<file path="config.mk">
export PLATFORM = sky130hd
export DESIGN_NAME = programmable_input_mapper
export DESIGN_NICKNAME = d
export VERILOG_FILES = /design/src/core/pim_pkg.sv /design/src/core/input_filter.sv /design/src/core/programmable_input_mapper.sv
export VERILOG_INCLUDE_DIRS = /design/src /design/src/core
export SDC_FILE = /design/constraint.sdc
export NUM_CORES = 1
export LEC_CHECK = 0
export ABC_AREA = 1
export BUFFER_PORTS_ARGS = -buffer_cell sky130_fd_sc_hd__buf_2
export CAP_MARGIN = 5
export CORE_MARGIN = 5
export CORE_UTILIZATION = 49
export CTS_CLUSTER_DIAMETER = 60
export DETAILED_ROUTE_END_ITERATION = 12
export GPL_TIMING_DRIVEN = 1
export PLACE_DENSITY_LB_ADDON = 0.08
export SYNTH_ARGS = -nofsm -noshare
export SYNTH_HDL_FRONTEND = slang
export SYNTH_SLANG_ARGS = --single-unit
</file>
<file path="constraint.sdc">
create_clock -name sys_clk_i -period 4.2 [get_ports sys_clk_i]
set_clock_uncertainty 0.1 [all_clocks]
set_input_delay 0.21 -clock sys_clk_i [delete_from_list [all_inputs] [get_ports sys_clk_i]]
set_output_delay 0.21 -clock sys_clk_i [all_outputs]
set_load 0.02 [all_outputs]
</file>
<file path="src/core/pim_consts.svh">
`ifndef PIM_CONSTS_SVH
`define PIM_CONSTS_SVH

// input counts: four logic inputs, two dry contact inputs
`define PIM_NUM_LOGIC 4
`define PIM_NUM_DRY   2
`define PIM_NUM_IN    6

// command word and per-input function code widths
`define PIM_CMD_W 16
`define PIM_CFG_W 5

// front panel lock item mask width
`define PIM_ITEMS_W 8

// debounce setting is in microseconds
`define PIM_FILT_W    16
`define PIM_TICK_NS   1000
`define PIM_CLK_NS    8
`define PIM_TICK_CYC  ((`PIM_TICK_NS + `PIM_CLK_NS - 1) / `PIM_CLK_NS)
`define PIM_SUB_W     7
`define PIM_SUB_LAST  7'((`PIM_TICK_CYC) - 1)

// command bits that follow the input level rather than pulse on its rise
`define PIM_LEVEL_MASK 16'hc101

`endif

</file>
<file path="src/core/pim_pkg.sv">
`include "pim_consts.svh"

package pim_pkg;

  typedef enum logic [4:0] {
    FN_DISABLED    = 5'h00,
    FN_MOTION      = 5'h01,
    FN_STOP        = 5'h02,
    FN_PRODUCTION  = 5'h03,
    FN_FLUIDIC     = 5'h04,
    FN_REFERENCE   = 5'h05,
    FN_CLEAR_FAULT = 5'h06,
    FN_CLEAR_ALERT = 5'h07,
    FN_LOAD        = 5'h08,
    FN_CROSSOVER   = 5'h09,
    FN_PARK        = 5'h0a,
    FN_UNPARK      = 5'h0b,
    FN_UNSTICK     = 5'h0c,
    FN_TORQUE      = 5'h0d,
    FN_CLEAR_REQ   = 5'h0e,
    FN_GATE_PROD   = 5'h0f,
    FN_GATE_FLUID  = 5'h10,
    FN_PANEL_LOCK  = 5'h11
  } input_func_type;

  typedef struct packed {
    logic                   act;
    logic [`PIM_SUB_W-1:0]  sub;
    logic [`PIM_FILT_W-1:0] cnt;
    logic                   filt;
  } filter_state_type;

  typedef struct packed {
    logic [`PIM_NUM_IN-1:0]   prev;
    logic [`PIM_CMD_W-1:0]    cmd;
    logic                     lock;
    logic [`PIM_ITEMS_W-1:0]  items;
    logic [`PIM_NUM_IN-1:0]   vals;
    logic [`PIM_NUM_LOGIC-1:0] lout;
    logic [`PIM_NUM_DRY-1:0]  aout;
  } mapper_state_type;

endpackage

</file>
<file path="src/core/input_filter.sv">
`include "pim_consts.svh"

module input_filter (
  input  wire logic                   sys_clk_i,
  input  wire logic                   rst_n_i,
  input  wire logic                   active_i,
  input  wire logic [`PIM_FILT_W-1:0] filter_time_i,
  output logic                        filtered_o
);

  pim_pkg::filter_state_type st_r;
  pim_pkg::filter_state_type st_nxt;

  // any drop restarts the wait, so only an unbroken active spell is accepted
  always_comb begin
    st_nxt     = st_r;
    st_nxt.act = active_i;
    if (!st_r.act) begin
      st_nxt.sub  = '0;
      st_nxt.cnt  = '0;
      st_nxt.filt = 1'b0;
    end else if (st_r.cnt >= filter_time_i) begin
      st_nxt.filt = 1'b1;
    end else if (st_r.sub == `PIM_SUB_LAST) begin
      st_nxt.sub = '0;
      st_nxt.cnt = st_r.cnt + 16'h0001;
    end else begin
      st_nxt.sub = st_r.sub + 7'h01;
    end
  end

  always_ff @(posedge sys_clk_i) begin
    if (!rst_n_i) begin
      st_r <= '0;
    end else begin
      st_r <= st_nxt;
    end
  end

  assign filtered_o = st_r.filt;

  accept_after_time_a: assert property (
    @(posedge sys_clk_i) disable iff (!rst_n_i)
    $rose(filtered_o) |-> $past(st_r.act) && ($past(st_r.cnt) >= $past(filter_time_i)))
    else $error("input accepted before debounce time elapsed");

  release_fast_a: assert property (
    @(posedge sys_clk_i) disable iff (!rst_n_i)
    !active_i |=> ##1 !filtered_o)
    else $error("filtered input stayed active after input dropped");

endmodule // input_filter

</file>
<file path="src/core/programmable_input_mapper.sv">
// Notes on behaviour
// - every input has its own function code
// - disabled inputs never drive anything
// - motion enable input drives command bit 0
// - stop, production, fluidic drive bits 1-3
// - reference, clear fault, clear alert: bits 4-6
// - load drives bit 7, crossover bit 8
// - park and unpark drive bits 9, 10
// - unstick, torque test, clear required: 11-13
// - production and fluidic gates: bits 14, 15
// - lock panel items while lock input inactive
// - invert setting makes no-voltage the active level
// - present state of each input is readable
// - accept active only after full debounce time
// - test mode forces logic and aux outputs
// - forced outputs come from their value settings
`include "pim_consts.svh"

module programmable_input_mapper (
  input  wire logic                                 sys_clk_i,
  input  wire logic                                 rst_n_i,
  input  wire logic [`PIM_NUM_LOGIC-1:0]            logic_input_i,
  input  wire logic [`PIM_NUM_DRY-1:0]              dry_contact_input_i,
  input  wire logic [`PIM_NUM_IN*`PIM_CFG_W-1:0]    input_func_cfg_i,
  input  wire logic [`PIM_NUM_IN-1:0]               input_invert_i,
  input  wire logic [`PIM_FILT_W-1:0]               input_filter_time_i,
  input  wire logic [`PIM_ITEMS_W-1:0]              panel_lock_cfg_i,
  input  wire logic                                 output_force_mode_i,
  input  wire logic [`PIM_NUM_LOGIC-1:0]            logic_out_normal_i,
  input  wire logic [`PIM_NUM_DRY-1:0]              aux_out_normal_i,
  input  wire logic [`PIM_NUM_LOGIC-1:0]            logic_out_force_i,
  input  wire logic [`PIM_NUM_DRY-1:0]              aux_out_force_i,
  output logic      [`PIM_CMD_W-1:0]                command_word_o,
  output logic                                      panel_lock_o,
  output logic      [`PIM_ITEMS_W-1:0]              panel_lock_items_o,
  output logic      [`PIM_NUM_IN-1:0]               input_value_o,
  output logic      [`PIM_NUM_LOGIC-1:0]            logic_out_o,
  output logic      [`PIM_NUM_DRY-1:0]              aux_out_o
);

  pim_pkg::mapper_state_type st_r;
  pim_pkg::mapper_state_type st_nxt;

  logic [`PIM_NUM_IN-1:0]                 raw;
  logic [`PIM_NUM_IN-1:0]                 act;
  logic [`PIM_NUM_IN-1:0]                 filt;
  logic [`PIM_NUM_IN-1:0]                 rise;
  logic [`PIM_NUM_IN-1:0]                 lock_sel;
  logic [`PIM_NUM_IN-1:0]                 no_func;
  logic [`PIM_NUM_IN-1:0][`PIM_CMD_W-1:0] sel;
  logic [`PIM_CMD_W-1:0]                  level_hit;
  logic [`PIM_CMD_W-1:0]                  rise_hit;
  logic                                   lock_want;

  // logic inputs sit in the low bits, dry contacts above them
  assign raw = {dry_contact_input_i, logic_input_i};

  // voltage applied is active unless the invert setting turns it round
  assign act = raw ^ input_invert_i;

  // rising edge of the debounced level, seen once per activation
  assign rise = filt & ~st_r.prev;

  generate
    for (genvar i = 0; i < `PIM_NUM_IN; i++) begin : g_in
      pim_pkg::input_func_type func;

      // each input decodes its own slice of the configuration
      assign func = pim_pkg::input_func_type'(
        input_func_cfg_i[i*`PIM_CFG_W +: `PIM_CFG_W]);

      // function codes 1..16 map onto command bits 0..15; other codes
      // (disabled, lock, unused) select no command bit at all
      always_comb begin
        sel[i] = '0;
        if ((func >= pim_pkg::FN_MOTION) &&
            (func <= pim_pkg::FN_GATE_FLUID)) begin
          sel[i] = 16'h0001 << (func - pim_pkg::FN_MOTION);
        end else begin
          sel[i] = '0;
        end
      end

      assign lock_sel[i] = (func == pim_pkg::FN_PANEL_LOCK);
      // reserved codes above the lock code behave as disabled
      assign no_func[i]  = (func == pim_pkg::FN_DISABLED) || (func > pim_pkg::FN_PANEL_LOCK);

      input_filter u_filter (
        .sys_clk_i     (sys_clk_i),
        .rst_n_i       (rst_n_i),
        .active_i      (act[i]),
        .filter_time_i (input_filter_time_i),
        .filtered_o    (filt[i])
      );

      // per input, so every line and every function code 1..17 is watched wherever it sits
      motion_level_a: assert property (
        @(posedge sys_clk_i) disable iff (!rst_n_i)
        (func == pim_pkg::FN_MOTION) && filt[i] |=> command_word_o[0])
        else $error("motion enable input did not raise command bit 0");

      stop_pulse_a: assert property (
        @(posedge sys_clk_i) disable iff (!rst_n_i)
        (func == pim_pkg::FN_STOP) && rise[i] |=> command_word_o[1])
        else $error("stop trigger did not pulse command bit 1");

      prod_map_a: assert property (
        @(posedge sys_clk_i) disable iff (!rst_n_i)
        (func == pim_pkg::FN_PRODUCTION) && rise[i] |=> command_word_o[2])
        else $error("production trigger did not pulse command bit 2");

      fluid_map_a: assert property (
        @(posedge sys_clk_i) disable iff (!rst_n_i)
        (func == pim_pkg::FN_FLUIDIC) && rise[i] |=> command_word_o[3])
        else $error("fluidic trigger did not pulse command bit 3");

      ref_map_a: assert property (
        @(posedge sys_clk_i) disable iff (!rst_n_i)
        (func == pim_pkg::FN_REFERENCE) && rise[i] |=> command_word_o[4])
        else $error("reference trigger did not pulse command bit 4");

      fault_map_a: assert property (
        @(posedge sys_clk_i) disable iff (!rst_n_i)
        (func == pim_pkg::FN_CLEAR_FAULT) && rise[i] |=> command_word_o[5])
        else $error("clear fault trigger did not pulse command bit 5");

      alert_map_a: assert property (
        @(posedge sys_clk_i) disable iff (!rst_n_i)
        (func == pim_pkg::FN_CLEAR_ALERT) && rise[i] |=> command_word_o[6])
        else $error("clear alert trigger did not pulse command bit 6");

      load_map_a: assert property (
        @(posedge sys_clk_i) disable iff (!rst_n_i)
        (func == pim_pkg::FN_LOAD) && rise[i] |=> command_word_o[7])
        else $error("load trigger did not pulse command bit 7");

      cross_level_a: assert property (
        @(posedge sys_clk_i) disable iff (!rst_n_i)
        (func == pim_pkg::FN_CROSSOVER) && filt[i] |=> command_word_o[8])
        else $error("crossover input did not hold command bit 8");

      park_map_a: assert property (
        @(posedge sys_clk_i) disable iff (!rst_n_i)
        (func == pim_pkg::FN_PARK) && rise[i] |=> command_word_o[9])
        else $error("park trigger did not pulse command bit 9");

      unpark_map_a: assert property (
        @(posedge sys_clk_i) disable iff (!rst_n_i)
        (func == pim_pkg::FN_UNPARK) && rise[i] |=> command_word_o[10])
        else $error("unpark trigger did not pulse command bit 10");

      unstick_map_a: assert property (
        @(posedge sys_clk_i) disable iff (!rst_n_i)
        (func == pim_pkg::FN_UNSTICK) && rise[i] |=> command_word_o[11])
        else $error("unstick trigger did not pulse command bit 11");

      torque_map_a: assert property (
        @(posedge sys_clk_i) disable iff (!rst_n_i)
        (func == pim_pkg::FN_TORQUE) && rise[i] |=> command_word_o[12])
        else $error("torque test trigger did not pulse command bit 12");

      clear_req_map_a: assert property (
        @(posedge sys_clk_i) disable iff (!rst_n_i)
        (func == pim_pkg::FN_CLEAR_REQ) && rise[i] |=>
          command_word_o[13] && !command_word_o[12])
        else $error("clear required trigger landed on the wrong bit");

      gate_prod_a: assert property (
        @(posedge sys_clk_i) disable iff (!rst_n_i)
        (func == pim_pkg::FN_GATE_PROD) && filt[i] |=> command_word_o[14])
        else $error("production gate input did not hold command bit 14");

      gate_fluid_map_a: assert property (
        @(posedge sys_clk_i) disable iff (!rst_n_i)
        (func == pim_pkg::FN_GATE_FLUID) && filt[i] |=> command_word_o[15])
        else $error("fluidic gate input did not hold command bit 15");

      lock_input_a: assert property (
        @(posedge sys_clk_i) disable iff (!rst_n_i)
        (func == pim_pkg::FN_PANEL_LOCK) && !filt[i] |=>
          panel_lock_o && (panel_lock_items_o == $past(panel_lock_cfg_i)))
        else $error("inactive lock input did not lock the panel");
    end
  endgenerate

  // several inputs on one function combine as a wired or
  always_comb begin
    level_hit = '0;
    rise_hit  = '0;
    lock_want = 1'b0;
    for (int i = 0; i < `PIM_NUM_IN; i++) begin
      level_hit = level_hit | (sel[i] & {`PIM_CMD_W{filt[i]}});
      rise_hit  = rise_hit | (sel[i] & {`PIM_CMD_W{rise[i]}});
      lock_want = lock_want | (lock_sel[i] & ~filt[i]);
    end
  end

  always_comb begin
    st_nxt      = st_r;
    st_nxt.prev = filt;

    // level functions follow the input, triggers give a one-cycle pulse
    st_nxt.cmd[0]     = level_hit[0];
    st_nxt.cmd[3:1]   = rise_hit[3:1];
    st_nxt.cmd[6:4]   = rise_hit[6:4];
    st_nxt.cmd[7]     = rise_hit[7];
    st_nxt.cmd[8]     = level_hit[8];
    st_nxt.cmd[10:9]  = rise_hit[10:9];
    st_nxt.cmd[13:11] = rise_hit[13:11];
    st_nxt.cmd[15:14] = level_hit[15:14];

    // panel stays locked while any lock input is inactive
    st_nxt.lock  = lock_want;
    if (lock_want) begin
      st_nxt.items = panel_lock_cfg_i;
    end else begin
      st_nxt.items = '0;
    end

    // raw corrected level, not the debounced one, so wiring faults show
    st_nxt.vals = act;

    // forcing is not held off while an operation runs; that is left
    // to whoever enables test mode
    if (output_force_mode_i) begin
      st_nxt.lout = logic_out_force_i;
      st_nxt.aout = aux_out_force_i;
    end else begin
      st_nxt.lout = logic_out_normal_i;
      st_nxt.aout = aux_out_normal_i;
    end
  end

  always_ff @(posedge sys_clk_i) begin
    if (!rst_n_i) begin
      st_r <= '0;
    end else begin
      st_r <= st_nxt;
    end
  end

  assign command_word_o     = st_r.cmd;
  assign panel_lock_o       = st_r.lock;
  assign panel_lock_items_o = st_r.items;
  assign input_value_o      = st_r.vals;
  assign logic_out_o        = st_r.lout;
  assign aux_out_o          = st_r.aout;

  // checks

  disabled_silent_a: assert property (
    @(posedge sys_clk_i) disable iff (!rst_n_i)
    (input_func_cfg_i == '0) |=>
      (command_word_o == '0) && !panel_lock_o)
    else $error("disabled inputs produced a command or lock");

  unused_silent_a: assert property (
    @(posedge sys_clk_i) disable iff (!rst_n_i)
    (&no_func) |=> (command_word_o == '0) && !panel_lock_o)
    else $error("disabled or reserved codes produced a command or lock");

  lock_release_a: assert property (
    @(posedge sys_clk_i) disable iff (!rst_n_i)
    ((lock_sel & ~filt) == '0) |=> !panel_lock_o && (panel_lock_items_o == '0))
    else $error("panel stayed locked with no inactive lock input");

  quiet_when_idle_a: assert property (
    @(posedge sys_clk_i) disable iff (!rst_n_i)
    (filt == '0) |=> (command_word_o == '0))
    else $error("command raised with no debounced input");

  trigger_once_a: assert property (
    @(posedge sys_clk_i) disable iff (!rst_n_i)
    (rise == '0) |=> ((command_word_o & ~`PIM_LEVEL_MASK) == '0))
    else $error("trigger pulsed without a rising edge");

  trigger_single_a: assert property (
    @(posedge sys_clk_i) disable iff (!rst_n_i)
    command_word_o[7] && (rise == '0) |=> !command_word_o[7])
    else $error("load trigger pulsed twice for one activation");

  lock_items_a: assert property (
    @(posedge sys_clk_i) disable iff (!rst_n_i)
    lock_want |=> panel_lock_o && (panel_lock_items_o == $past(panel_lock_cfg_i)))
    else $error("panel lock did not follow an inactive lock input");

  value_track_a: assert property (
    @(posedge sys_clk_i) disable iff (!rst_n_i)
    ##1 input_value_o == $past(raw ^ input_invert_i))
    else $error("input value readback does not track the corrected input");

  force_out_a: assert property (
    @(posedge sys_clk_i) disable iff (!rst_n_i)
    output_force_mode_i |=>
      (logic_out_o == $past(logic_out_force_i)) && (aux_out_o == $past(aux_out_force_i)))
    else $error("test mode did not force the outputs");

  normal_out_a: assert property (
    @(posedge sys_clk_i) disable iff (!rst_n_i)
    !output_force_mode_i |=>
      (logic_out_o == $past(logic_out_normal_i)) && (aux_out_o == $past(aux_out_normal_i)))
    else $error("outputs forced while test mode was off");

endmodule // programmable_input_mapper

</file>
==> impl_metrics.sql, run 1 <==
INSERT INTO impl_metrics (metric_group, metric, value, unit) VALUES
('hold_path', 'worst_hold_path.endpoint', 'command_word_o[1]', ''),
('yosys', 'ys.warnings.count', '0', ''),
('route', 'post-route-drc-count', '0', ''),
('clock_network', 'cts.repair_timing.setup_buffer_count', '0', ''),
('route', 'firstDrtPassIters', '5', ''),
('worst_setup_path', 'critical_path_buf_inv_count', '1', ''),
('route', 'detail_route.wl_per_cell', '14.66', 'um'),
('sta', 'totalNegativeSetupSlack', '0', 'ns'),
('pwr', 'power.density_cell_area', '241.8', 'mW/mm^2'),
('layout', 'final_area', '0.01577', 'mm^2'),
('clock_network', 'clkLatencyLatePin', '0.45', 'ns'),
('clock_network', 'cts.path.max_buffers', '2', ''),
('route', 'detailroute.via_count', '13990', ''),
('flow_run', 'max_cap_violations', '0', ''),
('placed_design', 'dpl_worst_slack', '1.696', 'ns'),
('die', 'boundaryPins', '118', ''),
('global_routing', 'grt_pass1_wl', '64.77', 'mm'),
('worst_setup_path', 'critPathMaxStageDelay', '0.50', 'ns'),
('sta', 'max_slew.worst_pin.slew', '0.8513', 'ns'),
('worst_setup_path', 'ff2ff_path_depth', '7', ''),
('sta', 'finalSetupViolCount', '0', ''),
('placed_design', 'io_buffer_count', '117', ''),
('route', 'totalWireLength', '38.91', 'mm'),
('sta', 'final.setup.worst_slack', '1.773', 'ns'),
('die', 'fp.dieW', '181.8', 'um'),
('sta', 'unrepaired_setup_endpoints_after_global_routing', 'no', ''),
('pwr', 'power.leakage', '0.006901', 'uW'),
('clock_network', 'clk_root_buffer_cell', 'sky130_fd_sc_hd__clkbuf_16', ''),
('worst_setup_path', 'cp_cell_sequence', 'ha_1, a21oi_1, a21oi_1, nor2_4, nand2_1, o21ai_0, inv_1', ''),
('sta', 'final-max-slew-violation-count', '0', ''),
('layout', 'diodes', '0', ''),
('clock_network', 'cts_hold_repair.buffers', '32', ''),
('global_routing', 'grt_start_max_net_pins', '25', ''),
('layout', 'final_layout_size_suffix_gt1_frac', '0.1192', ''),
('global_routing', 'antenna_found_initial', '0', ''),
('clock_network', 'tritoncts_clock_tree', 'yes', ''),
('hold_path', 'timing.hold.worst_path_depth', '4', ''),
('placed_design', 'dp_hpwl', '29.11', 'mm'),
('route', 'ant_nets', '0', ''),
('worst_setup_path', 'worst_path_max_delay_cell', 'sky130_fd_sc_hd__dfxtp_1', ''),
('global_routing', 'gr-total-overflow', '0', ''),
('clock_network', 'cts_resized', '0', ''),
('die', 'die_area', '0.03305', 'mm^2'),
('yosys', 'netlist_instances', '2169', ''),
('worst_setup_path', 'path_max_fanout', '24', ''),
('die', 'initial_core_util', '0.4919', ''),
('clock_network', 'clock_tree.htree_level_count', '4', ''),
('route', 'drt_first_iter_violations', '938', ''),
('sta', 'relSlewSlack', '0.4311', ''),
('worst_setup_path', 'timing.rr.end', 'g_in[5].u_filter.filtered_o', ''),
('pwr', 'worst_ir_drop_vdd', '0.0002939', 'V'),
('clock_network', 'clkTransAtPathRegs', '0.07', 'ns'),
('yosys', 'yosys.area.top_type_share', '0.2588', ''),
('clock_network', 'cts_inserted_buffers', '17', ''),
('layout', 'syn2layout_area_growth', '9.040', '%'),
('sta', 'max_clock_freq', '412.0', 'MHz'),
('worst_setup_path', 'cp_common_cell', 'sky130_fd_sc_hd__a21oi_1', ''),
('worst_setup_path', 'timing.critical_path.arrival', '2.66', 'ns'),
('global_routing', 'grt_pass1_vias', '13170', ''),
('hold_path', 'holdCritStartpoint', 'input_func_cfg_i[20]', ''),
('yosys', 'yosysUniqueCellTypes', '39', ''),
('layout', 'post_layout_nets', '2451', ''),
('sta', 'fin_crit', '2.427', 'ns'),
('worst_setup_path', 'worst_ep_required_time', '4.43', 'ns'),
('worst_setup_path', 'worst_setup_path_end_kind', 'flop', ''),
('die', 'die_h', '181.8', 'um'),
('clock_network', 'numClockSinks', '187', ''),
('worst_setup_path', 'cp_top_family', 'simple AND/OR/NAND/NOR gates', ''),
('worst_setup_path', 'ff2ff_setup_slack', '1.77', 'ns'),
('hold_path', 'min-delay-path-class', 'input port to flop', ''),
('outcome', 'status', 'finished, final reports clean', '');
sequential cells by signal, summed over array words and instances, names as in the netlist:
name                      flops
g_in.u_filter.st_r          138
command_word_o               16
panel_lock_items_o            8
g_in.u_filter.filtered_o      6
input_value_o                 6
st_r                          6
logic_out_o                   4
aux_out_o                     2
panel_lock_o                  1
through the flow:
step,power [uW],hold WS [ns],instances
floorplan,2053,0.2222,2169
global placement,2163,0.3232,2591
detailed placement,2168,0.3287,2591
CTS,3868,0.03559,2655
global route,3989,0.08850,2655
finish,3813,0.06894,2655
kinds of logic after synthesis:
| kind of cell | count (synthesis) | synth area share |
|---|---|---|
| buffers and inverters | 340 | 0.1170 |
| xor gates and xnor gates | 80 | 0.04974 |
| DFF | 187 | 0.2588 |
| AOI/OAI and AO/OA | 213 | 0.07465 |
| adders and majority gates | 118 | 0.1021 |
| and+or+nand+nor | 1231 | 0.3978 |
cell usage in the layout (no fill, tap or decap), types with 26 or more instances in the layout:
cell type	netlist	layout
sky130_fd_sc_hd__dlygate4sd3_1	0	32
sky130_fd_sc_hd__o21ai_0	30	30
sky130_fd_sc_hd__nor2_2	35	35
sky130_fd_sc_hd__nor3_1	28	28
sky130_fd_sc_hd__nor2_1	226	226
sky130_fd_sc_hd__ha_1	118	118
sky130_fd_sc_hd__nand4_1	194	194
sky130_fd_sc_hd__xor2_1	53	53
sky130_fd_sc_hd__inv_1	222	222
sky130_fd_sc_hd__dfxtp_1	187	187
sky130_fd_sc_hd__xnor2_1	26	26
sky130_fd_sc_hd__nand3_1	110	110
sky130_fd_sc_hd__nand2_1	578	578
sky130_fd_sc_hd__buf_2	11	117
sky130_fd_sc_hd__a21oi_1	170	170
worst max-delay path by stage:
stage / from / to / slack (ns) / depth (start not counted)
2_1_floorplan: g_in[3].u_filter.st_r[7] / g_in[3].u_filter.st_r[10] / 2.51 / 12
3_3_place_gp: input_filter_time_i[11] / g_in[5].u_filter.filtered_o / 1.73 / 11
3_5_place_dp: input_filter_time_i[10] / g_in[5].u_filter.filtered_o / 1.70 / 11
4_1_cts: g_in[5].u_filter.st_r[12] / g_in[5].u_filter.filtered_o / 1.83 / 7
5_1_grt: g_in[5].u_filter.st_r[3] / g_in[5].u_filter.filtered_o / 1.55 / 11
6_report: g_in[5].u_filter.st_r[12] / g_in[5].u_filter.filtered_o / 1.77 / 7
per-layer routing:
layer | up-vias | GRT usage | part of all wire
met5 | - | 0 | 0
met4 | 0 | 0.06184 | 0.016
met3 | 42 | 0.03325 | 0.043
met2 | 271 | 0.3968 | 0.47
met1 | 6381 | 0.3134 | 0.47
li1 | 7299 | - | -
area by class of cell:
type	instances	area [um^2]
fillers	2994	13630
multi-input cells	1642	9029
flip-flops and latches	187	3744
repair buffers	157	965.9
inverters	247	957.2
well taps	390	488.0
clock buffers	18	429.2
clock inverters	14	158.9
synth_stat cells (all sizes together):
| cell type | number |
|---|---|
| nor2 | 269 |
| nor3 | 31 |
| nand3 | 126 |
| a21oi | 171 |
| dfxtp | 187 |
| ha | 118 |
| o22ai | 1 |
| clkbuf | 15 |
| buf | 78 |
| nand3b | 5 |
| o21ai | 39 |
| clkinv | 7 |
| o31ai | 1 |
| inv | 240 |
| xnor2 | 26 |
| nor4 | 2 |
| or2 | 2 |
| xor2 | 54 |
| nand2 | 602 |
| nand4 | 194 |
| o21a | 1 |
worst reg2reg max path, stage by stage, from the launching register on:
cell and delay, ns:
sky130_fd_sc_hd__dfxtp_1 0.50, sky130_fd_sc_hd__ha_1 0.32, sky130_fd_sc_hd__a21oi_1 0.16, sky130_fd_sc_hd__a21oi_1 0.12
sky130_fd_sc_hd__nor2_4 0.50, sky130_fd_sc_hd__nand2_1 0.33, sky130_fd_sc_hd__o21ai_0 0.25, sky130_fd_sc_hd__inv_1 0.05
power by group:
group,internal (uW),switching [uW]
registers,1790,7.78
logic,127,235
clock network,847,811
Note: power is estimated with default switching activity, not from simulation.
==> run 2, diff against run 1 <==
- clock period: 4.2 -> 2.4 ns (I/O delays scaled with it)
==> run 2 against run 1 <==
Via count rose by 2.6%. Die area unchanged. Sequential power is 75% higher. Clock power up 85%. Cell count up 1.8%. Setup slack worse by 1.5 ns. Combinational power is 83% higher. Routed wire length is 4.1% higher. Critical path type unchanged. Largest cell class unchanged. Largest power group unchanged.
==> impl_metrics.sql, run 2 (synthesis results as in run 1) <==
INSERT INTO impl_metrics (metric_group, metric, value, unit) VALUES
('outcome', 'status', 'finished, final reports clean', ''),
('route', 'totalWireLength', '40.49', 'mm'),
('die', 'std_cell_rows', '63', ''),
('clock_network', 'clk_root_buffer_cell', 'sky130_fd_sc_hd__clkbuf_16', ''),
('pwr', 'power.leakage', '0.007163', 'uW'),
('pwr', 'power_switching', '1808', 'uW'),
('die', 'die_area', '0.03305', 'mm^2'),
('pwr', 'share_comb_of_total_power', '0.096', ''),
('worst_setup_path', 'timing.critical_path.from_type', 'flop', ''),
('sta', 'report.final.hold_viol_count', '0', ''),
('route', 'detailroute.via_count', '14360', ''),
('layout', 'layout.cells.most_common', 'sky130_fd_sc_hd__nand2_1', ''),
('layout', 'post_layout_nets', '2498', ''),
('layout', 'layout.area.seq', '0.003744', 'mm^2'),
('pwr', 'sequentialPowerShare', '0.457', ''),
('die', 'fp.dieW', '181.8', 'um'),
('global_routing', 'gr-total-overflow', '0', ''),
('layout', 'layout.cells.most_common_list', '578 x sky130_fd_sc_hd__nand2_1, 226 x sky130_fd_sc_hd__nor2_1, 222 x sky130_fd_sc_hd__inv_1', ''),
('worst_setup_path', 'critPathMaxStageDelay', '0.48', 'ns'),
('pwr', 'clock_power_share', '0.447', ''),
('clock_network', 'cts.path.max_buffers', '2', ''),
('die', 'die_h', '181.8', 'um'),
('clock_network', 'cts_inserted_buffers', '17', ''),
('pwr', 'power.density_cell_area', '423.7', 'mW/mm^2'),
('die', 'placeableCoreArea', '0.02940', 'mm^2'),
('clock_network', 'clkTransAtPathRegs', '0.07', 'ns'),
('clock_network', 'clkLatencyLatePin', '0.45', 'ns'),
('layout', 'largest_register_ffs', '138', ''),
('global_routing', 'grt_pass1_vias', '13360', ''),
('worst_setup_path', 'cp_common_cell', 'sky130_fd_sc_hd__nand2_1', ''),
('pwr', 'worst_ir_drop_vdd', '0.0004781', 'V'),
('clock_network', 'clock_tree.htree_level_count', '4', ''),
('sta', 'final-max-slew-violation-count', '0', ''),
('worst_setup_path', 'timing.critical_path.arrival', '2.41', 'ns'),
('die', 'initial_core_util', '0.4919', ''),
('route', 'vias_per_cell', '5.312', ''),
('sta', 'final.period_utilization', '0.9014', ''),
('pwr', 'power_switching_share', '0.2631', ''),
('sta', 'max_slew.worst_pin.slew', '0.5011', 'ns'),
('route', 'detail_route.wl_per_cell', '14.98', 'um'),
('global_routing', 'grt_pass1_wl', '66.27', 'mm'),
('route', 'drt_first_iter_violations', '1049', ''),
('sta', 'finalSetupViolCount', '0', ''),
('flow_run', 'max_cap_violations', '0', ''),
('placed_design', 'io_buffer_count', '117', ''),
('sta', 'final.setup.worst_slack', '0.2367', 'ns'),
('worst_setup_path', 'worst_path_max_delay_cell', 'sky130_fd_sc_hd__dfxtp_1', ''),
('layout', 'syn2layout_area_growth', '12.14', '%'),
('sta', 'totalNegativeSetupSlack', '0', 'ns'),
('layout', 'multi_input_area', '0.009034', 'mm^2'),
('placed_design', 'dpl_worst_slack', '0.1855', 'ns'),
('worst_setup_path', 'cp_cell_sequence', 'ha_1, nand2_1, nand2_1, nand2_1, nand2_1, nor2_1, nand2_1, nand2_2, nand3_4, nand2_1, a21oi_1', ''),
('clock_network', 'tritoncts_clock_tree', 'yes', ''),
('global_routing', 'antenna_found_initial', '1', ''),
('layout', 'regMostFlops', 'g_in.u_filter.st_r', ''),
('die', 'boundaryPins', '118', ''),
('layout', 'final_layout_size_suffix_gt1_frac', '0.1328', ''),
('sta', 'unrepaired_setup_endpoints_after_global_routing', 'no', ''),
('hold_path', 'min-delay-path-class', 'input port to flop', ''),
('worst_setup_path', 'worst_setup_path_end_kind', 'flop', ''),
('route', 'firstDrtPassIters', '5', ''),
('placed_design', 'gp_congestion', '0.9432', ''),
('worst_setup_path', 'worst_ep_required_time', '2.64', 'ns'),
('worst_setup_path', 'ff2ff_setup_slack', '0.24', 'ns'),
('global_routing', 'grtUsageTotal', '0.2403', ''),
('layout', 'filler_cell_count_in_the_final_layout', '2939', ''),
('placed_design', 'dp_hpwl', '30.46', 'mm'),
('global_routing', 'grt_start_max_net_pins', '21', ''),
('worst_setup_path', 'path_max_fanout', '19', ''),
('sta', 'relSlewSlack', '0.6659', ''),
('clock_network', 'cts.repair_timing.setup_buffer_count', '0', ''),
('clock_network', 'numClockSinks', '187', ''),
('worst_setup_path', 'timing_worst_setup_path_type', 'flop to flop', ''),
('sta', 'fin_crit', '2.163', 'ns'),
('route', 'ant_nets', '0', ''),
('pwr', 'internal_power', '5064', 'uW'),
('sta', 'max_clock_freq', '462.3', 'MHz'),
('route', 'post-route-drc-count', '0', '');
## run 2: cell types whose count changed in the layout (fill, tap and decap cells not counted)
cell	previous run	this run
sky130_fd_sc_hd__buf_4	8	42
sky130_fd_sc_hd__dlygate4sd3_1	32	43
sky130_fd_sc_hd__clkinvlp_4	0	3
sky130_fd_sc_hd__buf_12	0	2
sky130_fd_sc_hd__bufinv_16	1	3
sky130_fd_sc_hd__clkinv_8	2	0
sky130_fd_sc_hd__clkbuf_1	1	0
sky130_fd_sc_hd__clkbuf_8	0	1
sky130_fd_sc_hd__clkinv_2	2	1
sky130_fd_sc_hd__clkinv_4	9	8
sky130_fd_sc_hd__diode_2	0	1
sky130_fd_sc_hd__inv_8	3	2
sky130_fd_sc_hd__nand2_2	15	14
sky130_fd_sc_hd__nand2_4	9	10
## run 2: worst paths after layout
check	cells after the start	start	endpoint
worst max register to register	11	g_in[1].u_filter.st_r[6]	g_in[1].u_filter.st_r[17]
worst min register to register	2	g_in[3].u_filter.st_r[17]	g_in[3].u_filter.st_r[17]
worst max-delay path	11	g_in[1].u_filter.st_r[6]	g_in[1].u_filter.st_r[17]
worst min-delay path	6	input_func_cfg_i[23]	command_word_o[15]
## run 2: cell type report
class | count | share of cell area
clock inverter | 14 | 0.01134
tap | 390 | 0.03009
inverter | 247 | 0.05901
antenna | 1 | 0.0001543
multi-input combinational | 1642 | 0.5570
timing repair buffer | 204 | 0.08455
clock buffer | 18 | 0.02708
sequential | 187 | 0.2308
## run 2: timing repair
item	CTS	global route
resized for setup	0	1
hold buffers	43	0
hold endpoints to repair	27	0
endpoints found under the setup margin	0	1
## run 2: per-stage QoR
stage | power [uW] | instance area, um^2 | hold slack (ns) | utilization | instances
2_1_floorplan | 3593 | 14460 | 0.1322 | - | 2169
3_3_place_gp | 3795 | 15160 | 0.2332 | 0.5156 | 2627
3_5_place_dp | 3806 | 15160 | 0.2402 | 0.5156 | 2627
4_1_cts | 6941 | 16210 | 0.02130 | 0.5514 | 2702
5_1_grt | 7143 | 16220 | 0.07936 | 0.5516 | 2703
6_report | 6872 | 16220 | 0.04026 | 0.5516 | 2703
## run 2: routing by layer
layer	GRT usage	wire length [um]	vias to the layer above
met5	0	0	-
li1	-	-	7387
met3	0.03325	1871	63
met2	0.3934	18530	316
met4	0.07325	966	0
met1	0.3294	19130	6593
## run 2: worst max-delay path, delay by kind of cell (launching register included)
kind / cells / cell delay [ns]
compound gates: 1 / 0.05
flops: 1 / 0.48
fa+ha+maj: 1 / 0.31
simple gates: 9 / 1.12
## run 2: power groups by stage
stage	Combinational [uW]	Clock [uW]	Sequential, uW
floorplan	382	0	3210
global placement	584	0	3210
detailed placement	593	0	3210
CTS	658	3140	3140
global route	742	3260	3140
finish	663	3070	3140
